### src/rtl/jtp_pkg_ref_guard.sv
// Intentionally minimal: no extra content
`timescale 1ns/100ps
`default_nettype none
`default_nettype wire

### src/rtl/jtp_pkg.sv
// Constants and types shared by the test and programming port
// Function
// - Programming data line is bidirectional
// - All programming pin pairs share logic
// - Master clear plus clock enters programming; here master clear low alone enters it
// - Query response returned serially on data line
// - Configuration selects active debugger pin pair
// - Writable bits override peripheral freeze
// - Overridden peripheral keeps sending buffered data
// - Test port works only while enabled
// - Test port enable resets to one
// - Enabled test port owns its four pins
// - Test logic clocked from test clock
// - Controller sequences on test mode select
// - Serial shift in on TDI, out TDO
// - Test registers not in data memory
// - Four-bit instruction register selects data register
// - Instruction shifted LSB first, decoded after
// - Chain fed at first TDI, read last TDO
// - Bypass is one bit between TDI, TDO
// - Identifier shifted out on 32 falling edges
// - Boundary cell holds input, output, control stages
package jtp_pkg;

	// ----------------------------------------------------------------
	// Instruction register
	// ----------------------------------------------------------------
	localparam int           IR_W       = 4;
	localparam logic [3:0]   IR_HIGHZ   = 4'h0;
	localparam logic [3:0]   IR_IDCODE  = 4'h1;
	localparam logic [3:0]   IR_SAMPLE  = 4'h2;
	localparam logic [3:0]   IR_EXTEST  = 4'h6;
	localparam logic [3:0]   IR_BYPASS  = 4'hf;
	localparam logic [3:0]   IR_CAPTURE = 4'h1;

	// ----------------------------------------------------------------
	// Debug port control word
	// ----------------------------------------------------------------
	localparam int           DPC_W         = 8;
	localparam logic [7:0]   DPC_RESET     = 8'h0c;
	localparam logic [7:0]   DPC_MASK      = 8'h7c;
	localparam int           DPC_U1_BIT    = 6;
	localparam int           DPC_U2_BIT    = 5;
	localparam int           DPC_SPI1_BIT  = 4;
	localparam int           DPC_TPEN_BIT  = 3;
	localparam int           DPC_TRACE_BIT = 2;

	// ----------------------------------------------------------------
	// Data registers and programming link
	// ----------------------------------------------------------------
	localparam int           ID_W      = 32;
	localparam int           BS_STAGES = 3;
	localparam int           BS_IN     = 0;
	localparam int           BS_OUT    = 1;
	localparam int           BS_CTL    = 2;
	localparam int           PG_W      = 8;
	localparam logic [2:0]   PG_LAST   = 3'd7;

	typedef enum logic [3:0] {
		TS_TLR, TS_RTI,
		TS_SEL_DR, TS_CAP_DR, TS_SH_DR, TS_EX1_DR, TS_PA_DR, TS_EX2_DR, TS_UPD_DR,
		TS_SEL_IR, TS_CAP_IR, TS_SH_IR, TS_EX1_IR, TS_PA_IR, TS_EX2_IR, TS_UPD_IR
	} jtp_tap_state_t;

endpackage : jtp_pkg

### src/rtl/jtp_tap_if.sv
// Interface between the port core and its controller state machine
`timescale 1ns/100ps
`default_nettype none
interface jtp_tap_if;
	import jtp_pkg::*;
	logic           step;
	logic           tms;
	logic           clr;
	jtp_tap_state_t state;

	modport core (output step, output tms, output clr, input state);
	modport fsm  (input step, input tms, input clr, output state);
endinterface : jtp_tap_if
`default_nettype wire

### src/rtl/jtp_tap_fsm.sv
// Sixteen-state test access controller
`timescale 1ns/100ps
`default_nettype none
module jtp_tap_fsm
	import jtp_pkg::*;
(
	input  wire logic clk_sys,
	input  wire logic rstn,
	jtp_tap_if.fsm    tif
);

	typedef struct packed {
		jtp_tap_state_t st;
	} jtp_fsm_t;

	jtp_fsm_t q;
	jtp_fsm_t d;

	always_comb
	begin
		d = q;
		if (tif.step)
		begin
			case (q.st)
				TS_TLR:    d.st = tif.tms ? TS_TLR    : TS_RTI;
				TS_RTI:    d.st = tif.tms ? TS_SEL_DR : TS_RTI;
				TS_SEL_DR: d.st = tif.tms ? TS_SEL_IR : TS_CAP_DR;
				TS_CAP_DR: d.st = tif.tms ? TS_EX1_DR : TS_SH_DR;
				TS_SH_DR:  d.st = tif.tms ? TS_EX1_DR : TS_SH_DR;
				TS_EX1_DR: d.st = tif.tms ? TS_UPD_DR : TS_PA_DR;
				TS_PA_DR:  d.st = tif.tms ? TS_EX2_DR : TS_PA_DR;
				TS_EX2_DR: d.st = tif.tms ? TS_UPD_DR : TS_SH_DR;
				TS_UPD_DR: d.st = tif.tms ? TS_SEL_DR : TS_RTI;
				TS_SEL_IR: d.st = tif.tms ? TS_TLR    : TS_CAP_IR;
				TS_CAP_IR: d.st = tif.tms ? TS_EX1_IR : TS_SH_IR;
				TS_SH_IR:  d.st = tif.tms ? TS_EX1_IR : TS_SH_IR;
				TS_EX1_IR: d.st = tif.tms ? TS_UPD_IR : TS_PA_IR;
				TS_PA_IR:  d.st = tif.tms ? TS_EX2_IR : TS_PA_IR;
				TS_EX2_IR: d.st = tif.tms ? TS_UPD_IR : TS_SH_IR;
				TS_UPD_IR: d.st = tif.tms ? TS_SEL_DR : TS_RTI;
				default:   d.st = TS_TLR;
			endcase
		end
		// Disabled port parks in reset so it wakes up clean
		if (!rstn || tif.clr)
			d.st = TS_TLR;
	end

	always_ff @(posedge clk_sys)
		q <= d;

	assign tif.state = q.st;

	// ----------------------------------------------------------------
	// Checks
	// ----------------------------------------------------------------
	property p_clr_parks;
		@(posedge clk_sys) disable iff (!rstn)
		tif.clr |=> (q.st == TS_TLR);
	endproperty
	a_clr_parks: assert property (p_clr_parks) else $error("cleared controller not in reset");

	property p_shift_ir_holds;
		@(posedge clk_sys) disable iff (!rstn)
		(q.st == TS_SH_IR && tif.step && !tif.tms && !tif.clr) |=> (q.st == TS_SH_IR);
	endproperty
	a_shift_ir_holds: assert property (p_shift_ir_holds) else $error("left IR shift on low mode");

endmodule : jtp_tap_fsm
`default_nettype wire

### src/rtl/jtp_top.sv
// Test access port and two-wire programming port
`timescale 1ns/100ps
`default_nettype none
module jtp_top
	import jtp_pkg::*;
#(
	parameter int          NP         = 2,
	parameter int          BS_PINS    = 8,
	parameter logic [31:0] ID_CODE    = 32'h0a5c_3001, // Arbitrary identifier value
	parameter logic [7:0]  PG_QUERY   = 8'h5a,
	localparam int         PSEL_W     = (NP > 1) ? $clog2(NP) : 1,
	localparam int         BSW        = BS_STAGES * BS_PINS
)
(
	input  wire logic               clk_sys,
	input  wire logic               rstn,
	input  wire logic               tck_pin,
	input  wire logic               tms_pin,
	input  wire logic               tdi_pin,
	output logic                    tdo_out,
	output logic                    tdo_oe,
	output logic                    test_pins_owned,
	input  wire logic [NP-1:0]      prog_clock_pin_of_pair,
	input  wire logic [NP-1:0]      prog_data_pin_of_pair_in,
	output logic      [NP-1:0]      prog_data_pin_of_pair_out,
	output logic      [NP-1:0]      prog_data_pin_of_pair_oe,
	input  wire logic               master_clear_pin_n,
	input  wire logic [PSEL_W-1:0]  debugger_pair_select,
	input  wire logic               debug_enable,
	output logic      [PG_W-1:0]    prog_cmd,
	output logic                    prog_cmd_valid,
	input  wire logic [PG_W-1:0]    prog_resp_data,
	input  wire logic               ctl_we,
	input  wire logic [DPC_W-1:0]   ctl_wdata,
	output logic      [DPC_W-1:0]   debug_port_control_reg,
	input  wire logic               debug_halt,
	output logic      [2:0]         periph_freeze,
	input  wire logic [BS_PINS-1:0] pin_in,
	input  wire logic [BS_PINS-1:0] gpio_out,
	input  wire logic [BS_PINS-1:0] gpio_oe,
	output logic      [BS_PINS-1:0] pin_out,
	output logic      [BS_PINS-1:0] pin_oe
);

	// ----------------------------------------------------------------
	// State
	// ----------------------------------------------------------------
	typedef struct packed {
		logic               tck_s1;
		logic               tck_s2;
		logic               tck_s3;
		logic               tms_s1;
		logic               tms_s2;
		logic               tdi_s1;
		logic               tdi_s2;
		logic               mrst_s1;
		logic               mrst_s2;
		logic [NP-1:0]      pclk_s1;
		logic [NP-1:0]      pclk_s2;
		logic               pclk_prev;
		logic [NP-1:0]      pdat_s1;
		logic [NP-1:0]      pdat_s2;
		logic [BS_PINS-1:0] pin_s1;
		logic [BS_PINS-1:0] pin_s2;
		logic [IR_W-1:0]    ir_sh;
		logic [IR_W-1:0]    ir;
		logic               byp;
		logic [ID_W-1:0]    id_sh;
		logic [BSW-1:0]     bs_sh;
		logic [BS_PINS-1:0] bs_out;
		logic [BS_PINS-1:0] bs_ctl;
		logic               tdo;
		logic               tdo_oe;
		logic [DPC_W-1:0]   dpc;
		logic [PG_W-1:0]    pg_sh;
		logic [2:0]         pg_cnt;
		logic [PG_W-1:0]    pg_cmd;
		logic               pg_vld;
		logic [PG_W-1:0]    pg_resp;
		logic               pg_tx;
		logic               pg_bit;
		logic               pg_oe;
	} jtp_state_t;

	jtp_state_t q;
	jtp_state_t d;

	jtp_tap_if tif ();

	jtp_tap_fsm u_fsm (
		.clk_sys (clk_sys),
		.rstn    (rstn),
		.tif     (tif)
	);

	// ----------------------------------------------------------------
	// Edges and selection
	// ----------------------------------------------------------------
	logic          tpen;
	logic          tck_rise;
	logic          tck_fall;
	logic          prog_mode;
	logic          dbg_mode;
	logic [NP-1:0] pair_mask;
	logic          pg_clk;
	logic          pg_din;
	logic          pg_rise;
	logic          pg_fall;
	logic          dr_tdo;

	assign tpen     = q.dpc[DPC_TPEN_BIT];
	// Test logic moves on a sampled test clock edge, except that it parks in reset while the port is disabled
	assign tck_rise = q.tck_s2 & ~q.tck_s3;
	assign tck_fall = ~q.tck_s2 & q.tck_s3;
	assign tif.step = tck_rise & tpen;
	assign tif.tms  = q.tms_s2;
	assign tif.clr  = ~tpen;

	// Master clear low puts the link in programming mode
	assign prog_mode = ~q.mrst_s2;
	assign dbg_mode  = debug_enable & ~prog_mode;

	// Programming listens on every pair; debug only on the chosen one
	always_comb
	begin
		pair_mask = '0;
		if (prog_mode)
			pair_mask = '1;
		else if (dbg_mode)
			pair_mask[debugger_pair_select] = 1'b1;
	end

	assign pg_clk  = |(q.pclk_s2 & pair_mask);
	assign pg_din  = |(q.pdat_s2 & pair_mask);
	assign pg_rise = pg_clk & ~q.pclk_prev;
	assign pg_fall = ~pg_clk & q.pclk_prev;

	// Unknown instructions fall back to the bypass bit
	always_comb
	begin
		case (q.ir)
			IR_IDCODE:  dr_tdo = q.id_sh[0];
			IR_SAMPLE:  dr_tdo = q.bs_sh[0];
			IR_EXTEST:  dr_tdo = q.bs_sh[0];
			default:    dr_tdo = q.byp;
		endcase
	end

	// ----------------------------------------------------------------
	// Next state
	// ----------------------------------------------------------------
	always_comb
	begin
		d = q;
		d.tck_s1  = tck_pin;
		d.tck_s2  = q.tck_s1;
		d.tck_s3  = q.tck_s2;
		d.tms_s1  = tms_pin;
		d.tms_s2  = q.tms_s1;
		d.tdi_s1  = tdi_pin;
		d.tdi_s2  = q.tdi_s1;
		d.mrst_s1 = master_clear_pin_n;
		d.mrst_s2 = q.mrst_s1;
		d.pclk_s1  = prog_clock_pin_of_pair;
		d.pclk_s2  = q.pclk_s1;
		d.pclk_prev = pg_clk;
		d.pdat_s1  = prog_data_pin_of_pair_in;
		d.pdat_s2  = q.pdat_s1;
		d.pin_s1  = pin_in;
		d.pin_s2  = q.pin_s1;
		d.pg_vld  = 1'b0;

		if (ctl_we)
			d.dpc = ctl_wdata & DPC_MASK;

		// Rising test clock: capture and shift
		if (tif.step)
		begin
			case (tif.state)
				TS_CAP_IR: d.ir_sh = IR_CAPTURE;
				TS_SH_IR:  d.ir_sh = {q.tdi_s2, q.ir_sh[IR_W-1:1]};
				TS_CAP_DR:
				begin
					d.byp   = 1'b0;
					d.id_sh = ID_CODE;
					for (int i = 0; i < BS_PINS; i++)
					begin
						d.bs_sh[BS_STAGES*i+BS_IN]  = q.pin_s2[i];
						d.bs_sh[BS_STAGES*i+BS_OUT] = pin_out[i];
						d.bs_sh[BS_STAGES*i+BS_CTL] = pin_oe[i];
					end
				end
				TS_SH_DR:
				begin
					case (q.ir)
						IR_IDCODE: d.id_sh = {q.tdi_s2, q.id_sh[ID_W-1:1]};
						IR_SAMPLE: d.bs_sh = {q.tdi_s2, q.bs_sh[BSW-1:1]};
						IR_EXTEST: d.bs_sh = {q.tdi_s2, q.bs_sh[BSW-1:1]};
						default:   d.byp   = q.tdi_s2;
					endcase
				end
				default:
				begin
				end
			endcase
		end

		// Falling test clock: drive out and update
		if (tck_fall && tpen)
		begin
			if (tif.state == TS_SH_IR)
			begin
				d.tdo    = q.ir_sh[0];
				d.tdo_oe = 1'b1;
			end
			else if (tif.state == TS_SH_DR)
			begin
				d.tdo    = dr_tdo;
				d.tdo_oe = 1'b1;
			end
			else
				d.tdo_oe = 1'b0;
			// Decode only once the whole word has been shifted
			if (tif.state == TS_UPD_IR)
				d.ir = q.ir_sh;
			if (tif.state == TS_UPD_DR && (q.ir == IR_SAMPLE || q.ir == IR_EXTEST))
			begin
				for (int i = 0; i < BS_PINS; i++)
				begin
					d.bs_out[i] = q.bs_sh[BS_STAGES*i+BS_OUT];
					d.bs_ctl[i] = q.bs_sh[BS_STAGES*i+BS_CTL];
				end
			end
		end
		if (!tpen || tif.state == TS_TLR)
		begin
			d.tdo_oe = 1'b0;
			d.ir     = IR_IDCODE;
		end

		// Programming link, byte wide, LSB first
		if (!(prog_mode || dbg_mode))
		begin
			d.pg_cnt = '0;
			d.pg_tx  = 1'b0;
			d.pg_oe  = 1'b0;
		end
		else if (q.pg_tx)
		begin
			if (pg_fall)
			begin
				d.pg_bit  = q.pg_resp[0];
				d.pg_resp = {1'b0, q.pg_resp[PG_W-1:1]};
				d.pg_oe   = 1'b1;
			end
			if (pg_rise && q.pg_oe)
			begin
				d.pg_cnt = q.pg_cnt + 3'd1;
				if (q.pg_cnt == PG_LAST)
				begin
					d.pg_tx  = 1'b0;
					d.pg_oe  = 1'b0;
					d.pg_cnt = '0;
				end
			end
		end
		else if (pg_rise)
		begin
			d.pg_sh  = {pg_din, q.pg_sh[PG_W-1:1]};
			d.pg_cnt = q.pg_cnt + 3'd1;
			if (q.pg_cnt == PG_LAST)
			begin
				d.pg_cmd = {pg_din, q.pg_sh[PG_W-1:1]};
				d.pg_vld = 1'b1;
				d.pg_cnt = '0;
				if ({pg_din, q.pg_sh[PG_W-1:1]} == PG_QUERY)
				begin
					d.pg_tx   = 1'b1;
					d.pg_resp = prog_resp_data;
				end
			end
		end

		if (!rstn)
		begin
			d     = '0;
			d.dpc = DPC_RESET;
			d.ir  = IR_IDCODE;
			d.mrst_s1 = 1'b1;
			d.mrst_s2 = 1'b1;
		end
	end

	always_ff @(posedge clk_sys)
		q <= d;

	// ----------------------------------------------------------------
	// Outputs
	// ----------------------------------------------------------------
	// Port registers live here only; nothing maps them into memory
	assign debug_port_control_reg = q.dpc;
	assign tdo_out         = q.tdo;
	assign tdo_oe          = q.tdo_oe;
	assign test_pins_owned = tpen;
	assign prog_cmd        = q.pg_cmd;
	assign prog_cmd_valid  = q.pg_vld;
	assign prog_data_pin_of_pair_out = {NP{q.pg_bit}};
	assign prog_data_pin_of_pair_oe  = pair_mask & {NP{q.pg_oe}};

	// Override lifts the freeze so buffered data keeps draining
	assign periph_freeze = {3{debug_halt}} &
		~{q.dpc[DPC_U1_BIT], q.dpc[DPC_U2_BIT], q.dpc[DPC_SPI1_BIT]};

	always_comb
	begin
		pin_out = gpio_out;
		pin_oe  = gpio_oe;
		if (tpen && q.ir == IR_EXTEST)
		begin
			pin_out = q.bs_out;
			pin_oe  = q.bs_ctl;
		end
		else if (tpen && q.ir == IR_HIGHZ)
			pin_oe = '0;
	end

	// ----------------------------------------------------------------
	// Checks
	// ----------------------------------------------------------------
	property p_tpen_reset;
		@(posedge clk_sys) disable iff (!rstn)
		$rose(rstn) |-> (q.dpc[DPC_TPEN_BIT] && q.ir == IR_IDCODE);
	endproperty
	a_tpen_reset: assert property (p_tpen_reset) else $error("port not enabled after reset");

	property p_disabled_quiet;
		@(posedge clk_sys) disable iff (!rstn)
		!tpen ##1 !tpen |-> !tdo_oe && tif.state == TS_TLR;
	endproperty
	a_disabled_quiet: assert property (p_disabled_quiet) else $error("disabled port active");

	property p_ir_update;
		@(posedge clk_sys) disable iff (!rstn)
		(tpen && tck_fall && tif.state == TS_UPD_IR) |=> (q.ir == $past(q.ir_sh));
	endproperty
	a_ir_update: assert property (p_ir_update) else $error("instruction not updated");

	property p_id_capture;
		@(posedge clk_sys) disable iff (!rstn)
		(tif.step && tif.state == TS_CAP_DR) |=> (q.id_sh == ID_CODE);
	endproperty
	a_id_capture: assert property (p_id_capture) else $error("identifier not captured");

	property p_bypass_bit;
		@(posedge clk_sys) disable iff (!rstn)
		(tpen && tck_fall && tif.state == TS_SH_DR && q.ir == IR_BYPASS)
			|=> (tdo_out == $past(q.byp)) && tdo_oe;
	endproperty
	a_bypass_bit: assert property (p_bypass_bit) else $error("bypass bit not on output");

	property p_freeze_override;
		@(posedge clk_sys) disable iff (!rstn)
		(debug_halt && q.dpc[DPC_U1_BIT]) |-> !periph_freeze[2] && (periph_freeze[1] != q.dpc[DPC_U2_BIT]);
	endproperty
	a_freeze_override: assert property (p_freeze_override) else $error("freeze override wrong");

	property p_query_answer;
		@(posedge clk_sys) disable iff (!rstn)
		(prog_cmd_valid && prog_cmd == PG_QUERY && (prog_mode || dbg_mode)) |-> q.pg_tx;
	endproperty
	a_query_answer: assert property (p_query_answer) else $error("query not answered");

endmodule : jtp_top
`default_nettype wire

### config.mk
export PLATFORM = sky130hd
export DESIGN_NAME = jtp_top
export DESIGN_NICKNAME = d
export VERILOG_FILES = /design/src/rtl/jtp_pkg_ref_guard.sv /design/src/rtl/jtp_pkg.sv /design/src/rtl/jtp_tap_if.sv /design/src/rtl/jtp_tap_fsm.sv /design/src/rtl/jtp_top.sv
export SDC_FILE = /design/constraint.sdc
export NUM_CORES = 1
export LEC_CHECK = 0
export ABC_AREA = 0
export BUFFER_PORTS_ARGS = -buffer_cell sky130_fd_sc_hd__buf_2
export CORE_ASPECT_RATIO = 1.2
export CORE_UTILIZATION = 45
export CTS_BUF_LIST = sky130_fd_sc_hd__clkbuf_2 sky130_fd_sc_hd__clkbuf_4 sky130_fd_sc_hd__clkbuf_8
export CTS_CLUSTER_SIZE = 30
export DETAILED_ROUTE_END_ITERATION = 7
export PLACE_DENSITY = 0.77
export SLEW_MARGIN = 20
export SYNTH_ARGS = -nofsm -noshare
export SYNTH_HDL_FRONTEND = slang
export SYNTH_HIERARCHICAL = 1
export SYNTH_SLANG_ARGS = --single-unit
### constraint.sdc
create_clock -name clk_sys -period 2.4 [get_ports clk_sys]
set_input_delay 0.24 -clock clk_sys [delete_from_list [all_inputs] [get_ports clk_sys]]
set_output_delay 0.24 -clock clk_sys [all_outputs]
set_load 0.05 [all_outputs]
==> run summary <==
Final WS setup: 0.0645 ns
CP top delay family: simple AND/OR/NAND/NOR gates
Slew Viols, Final: 0
Die Wd: 114 um
dpl cell area: 7250 sq um
endpoints failing setup: 0
final wirelength: 15.3 mm
CP required: 2.16 ns
kind of critical path: register to primary output
gr ovfl total: 0
row cnt: 48
count leader, synth: dfxtp_1
Routed Antenna Nets: 0
Via density: 5.49
Worst Setup SP: q[117]
Clk pwr share: 39.6%
clock root buffer: clkbuf_8
Mean Syn Cell Area: 8.74 sq um
Post-Layout Inst Area: 7900 sq um
antenna violations before repair: 0
sequential power share: 53.0%
Slew @ Worst Pin: 0.564 ns
Sink Count: 156
leading post-synthesis cells by cell area: dfxtp_1 46%, nand2_1 4.6%, a21oi_1 3.9%, mux2i_1 3.9%, nor2_1 3.6%
Power Internal: 0.00372 W
Crit Reg-Reg Startpoint: u_fsm/tif.state[3]
Core ar.: 14500 sq um
cell taking the most area after synthesis: dfxtp_1
Yosys top cell area share: 46.2%
met3 global-route usage: 4.24%
Starting DRT DRC Count: 368
Die H: 136 um
later-pin clock latency in the skew report: 0.45 ns
yosys warns: 6
Syn Std Cell Area: 6750 sq um
busiest layer in global routing: met2
htree depth: 4
Worst Path Arrival: 2.10 ns
post-detail-place hpwl: 9.62 mm
CP bufs+invs: 3
wire length per cell: 14.4 um
Worst setup SP type: register
EDFF count, synth: 0
CP peak stage delay: 0.45 ns
gr usage total: 20.3%
via count: 5836
max reg flops: 134
power share of the combinational group: 7.5%
relative slew slack: 62.1%
Net Sw Frac: 25.1%
count of cell types in the netlist: 73
post-route DRC violation count: 0
Final Util: 54.4%
Switch Pwr: 0.00125 W
asr flop ratio synth: 0%
largest net degree at the start of global routing: 91
total CTS buffers: 17
CTS clk-pin slew, worst paths: 0.09 ns
Layout Skew: 0.0103 ns
Worst setup EP type: primary output
synth cell count leaders: 156 x dfxtp_1, 82 x nand2_1, 64 x nor2_1
GR met2 Demand/Resource: 34.8%
Crit path top cell by count: buf_4
Hold Vio Cnt, Final: 0
GR Util met1: 25.0%
worst min path class: input port to register
ant diodes: 0
status: completed
post-synthesis sequential area ratio: 46.2%
fmax: 428 MHz
PwrDens: 629 nW/um^2
Lkg Pwr: 3.09 nW
CTS tree: built
GP Congestion: 0.807
first-pass GRT wire length: 25.2 mm
Main synth FF type: dfxtp_1
Final period util: 97.3%
vias in the first global route: 5430
Buffers on Ports: 90
P&R area growth vs syn: 17.0%
share of post-route cells with drive strength above 1: 20.4%
HP Start: pin_in[3]
Final Critical Period: 2.34 ns
dpl ws: 0.354 ns
Seq cells post-synth: 156
drt pass-1 iters: 6
Slowest cell on crit path: or3b_4
Longest Clk Path Bufs: 2
Initial Utilization: 46.5%
VDD IR max: 0.413 mV
cell chain of the critical path: or3b_4 > buf_4 > nor2_1 > buf_6 > a22o_1 > buf_4
Worst Path Max Fanout: 14
die area: 15500 sq um
Max Cap Viol: 0
synthesized instance count: 773
Final #Nets: 906
I/O Pins: 97
worst paths after layout:
| kind | end | slack (ns) | cells past startpoint |
|---|---|---|---|
| worst min-delay path | q[133] | 0.03 | 2 |
| worst max register to register | tdo_out | 0.45 | 5 |
| worst max-delay path | pin_oe[7] | 0.06 | 6 |
| worst min register to register | q[147] | 0.41 | 1 |
metrics by stage:
stage / hold WS, ns / instances / setup TNS [ns] / power [W]
4_1_cts: 0.00469 / 1062 / 0 / 0.00502
5_1_grt: 0.0158 / 1063 / -0.00868 / 0.00517
3_5_place_dp: 0.394 / 1011 / 0 / 0.00303
2_1_floorplan: 0.341 / 775 / 0 / 0.00294
3_3_place_gp: 0.394 / 1011 / 0 / 0.00303
6_report: 0.0325 / 1063 / 0 / 0.00497
per-layer routing:
metal  share of wire, %  wire, um
met3                5.9       907
met2                 50      7570
met1                 42      6470
met4                2.0       308
met5                  0         0
cell usage in the layout (no fill, tap or decap), types with 4 or more instances in the layout:
master and count:
dlygate4sd3_1 19, o21ai_0 23, buf_6 5, o22ai_1 9
and2_1 32, nor3_1 23, a31o_2 8, a221oi_1 8
nand4_1 12, o31ai_1 10, a32oi_1 7, a311oi_1 9
dfxtp_1 155, inv_1 16, nand2b_1 9, nor2_1 64
a22o_1 9, buf_2 82, nand3_1 46, clkbuf_8 18
nand3b_1 4, nor2b_1 10, buf_4 32, mux2i_1 26
nand2_1 82, o32ai_1 15, a21oi_1 52, inv_6 6
repair_timing:
item                       in CTS  in global routing
pin swaps                       0                  0
resized for setup              10                  6
buffers inserted                0                  1
setup endpoints to repair       9                  8
hold buffers                   19                  0
cloned                          0                  0
hold endpoints to repair       19                  0
kinds of logic (layout without fill, tap and decap cells):
group                    count (synthesis)  after routing  synth area share [%]
AND/OR/NAND/NOR                        305            305                  22.7
AO/OA/AOI/OAI                          180            180                  18.9
other                                    1              3                0.0555
flip-flops                             156            156                  46.2
XOR/XNOR                                 2              2                 0.259
multiplexers                            27             27                  4.02
buffers and inverters                  100            188                  7.45
adder cells (fa/ha/maj)                  2              2                 0.371
area by class of cell:
class | instances | area [sq um]
fill | 1340 | 6630
multi-input combinational | 519 | 3140
sequential | 156 | 3120
timing repair buffer | 139 | 917
tap | 200 | 250
clock buffer | 18 | 248
clock inverter | 14 | 158
inverter | 17 | 63.8
power groups by stage:
| stage | registers (W) | logic [W] | clock network (W) |
|---|---|---|---|
| finish | 0.00263 | 0.000371 | 0.00197 |
| floorplan | 0.00269 | 0.000241 | 0 |
| detailed placement | 0.00269 | 0.000337 | 0 |
| CTS | 0.00263 | 0.000365 | 0.00202 |
| global route | 0.00264 | 0.000395 | 0.00214 |
| global placement | 0.00269 | 0.000334 | 0 |
No activity file was read; power rests on OpenSTA's default activity.
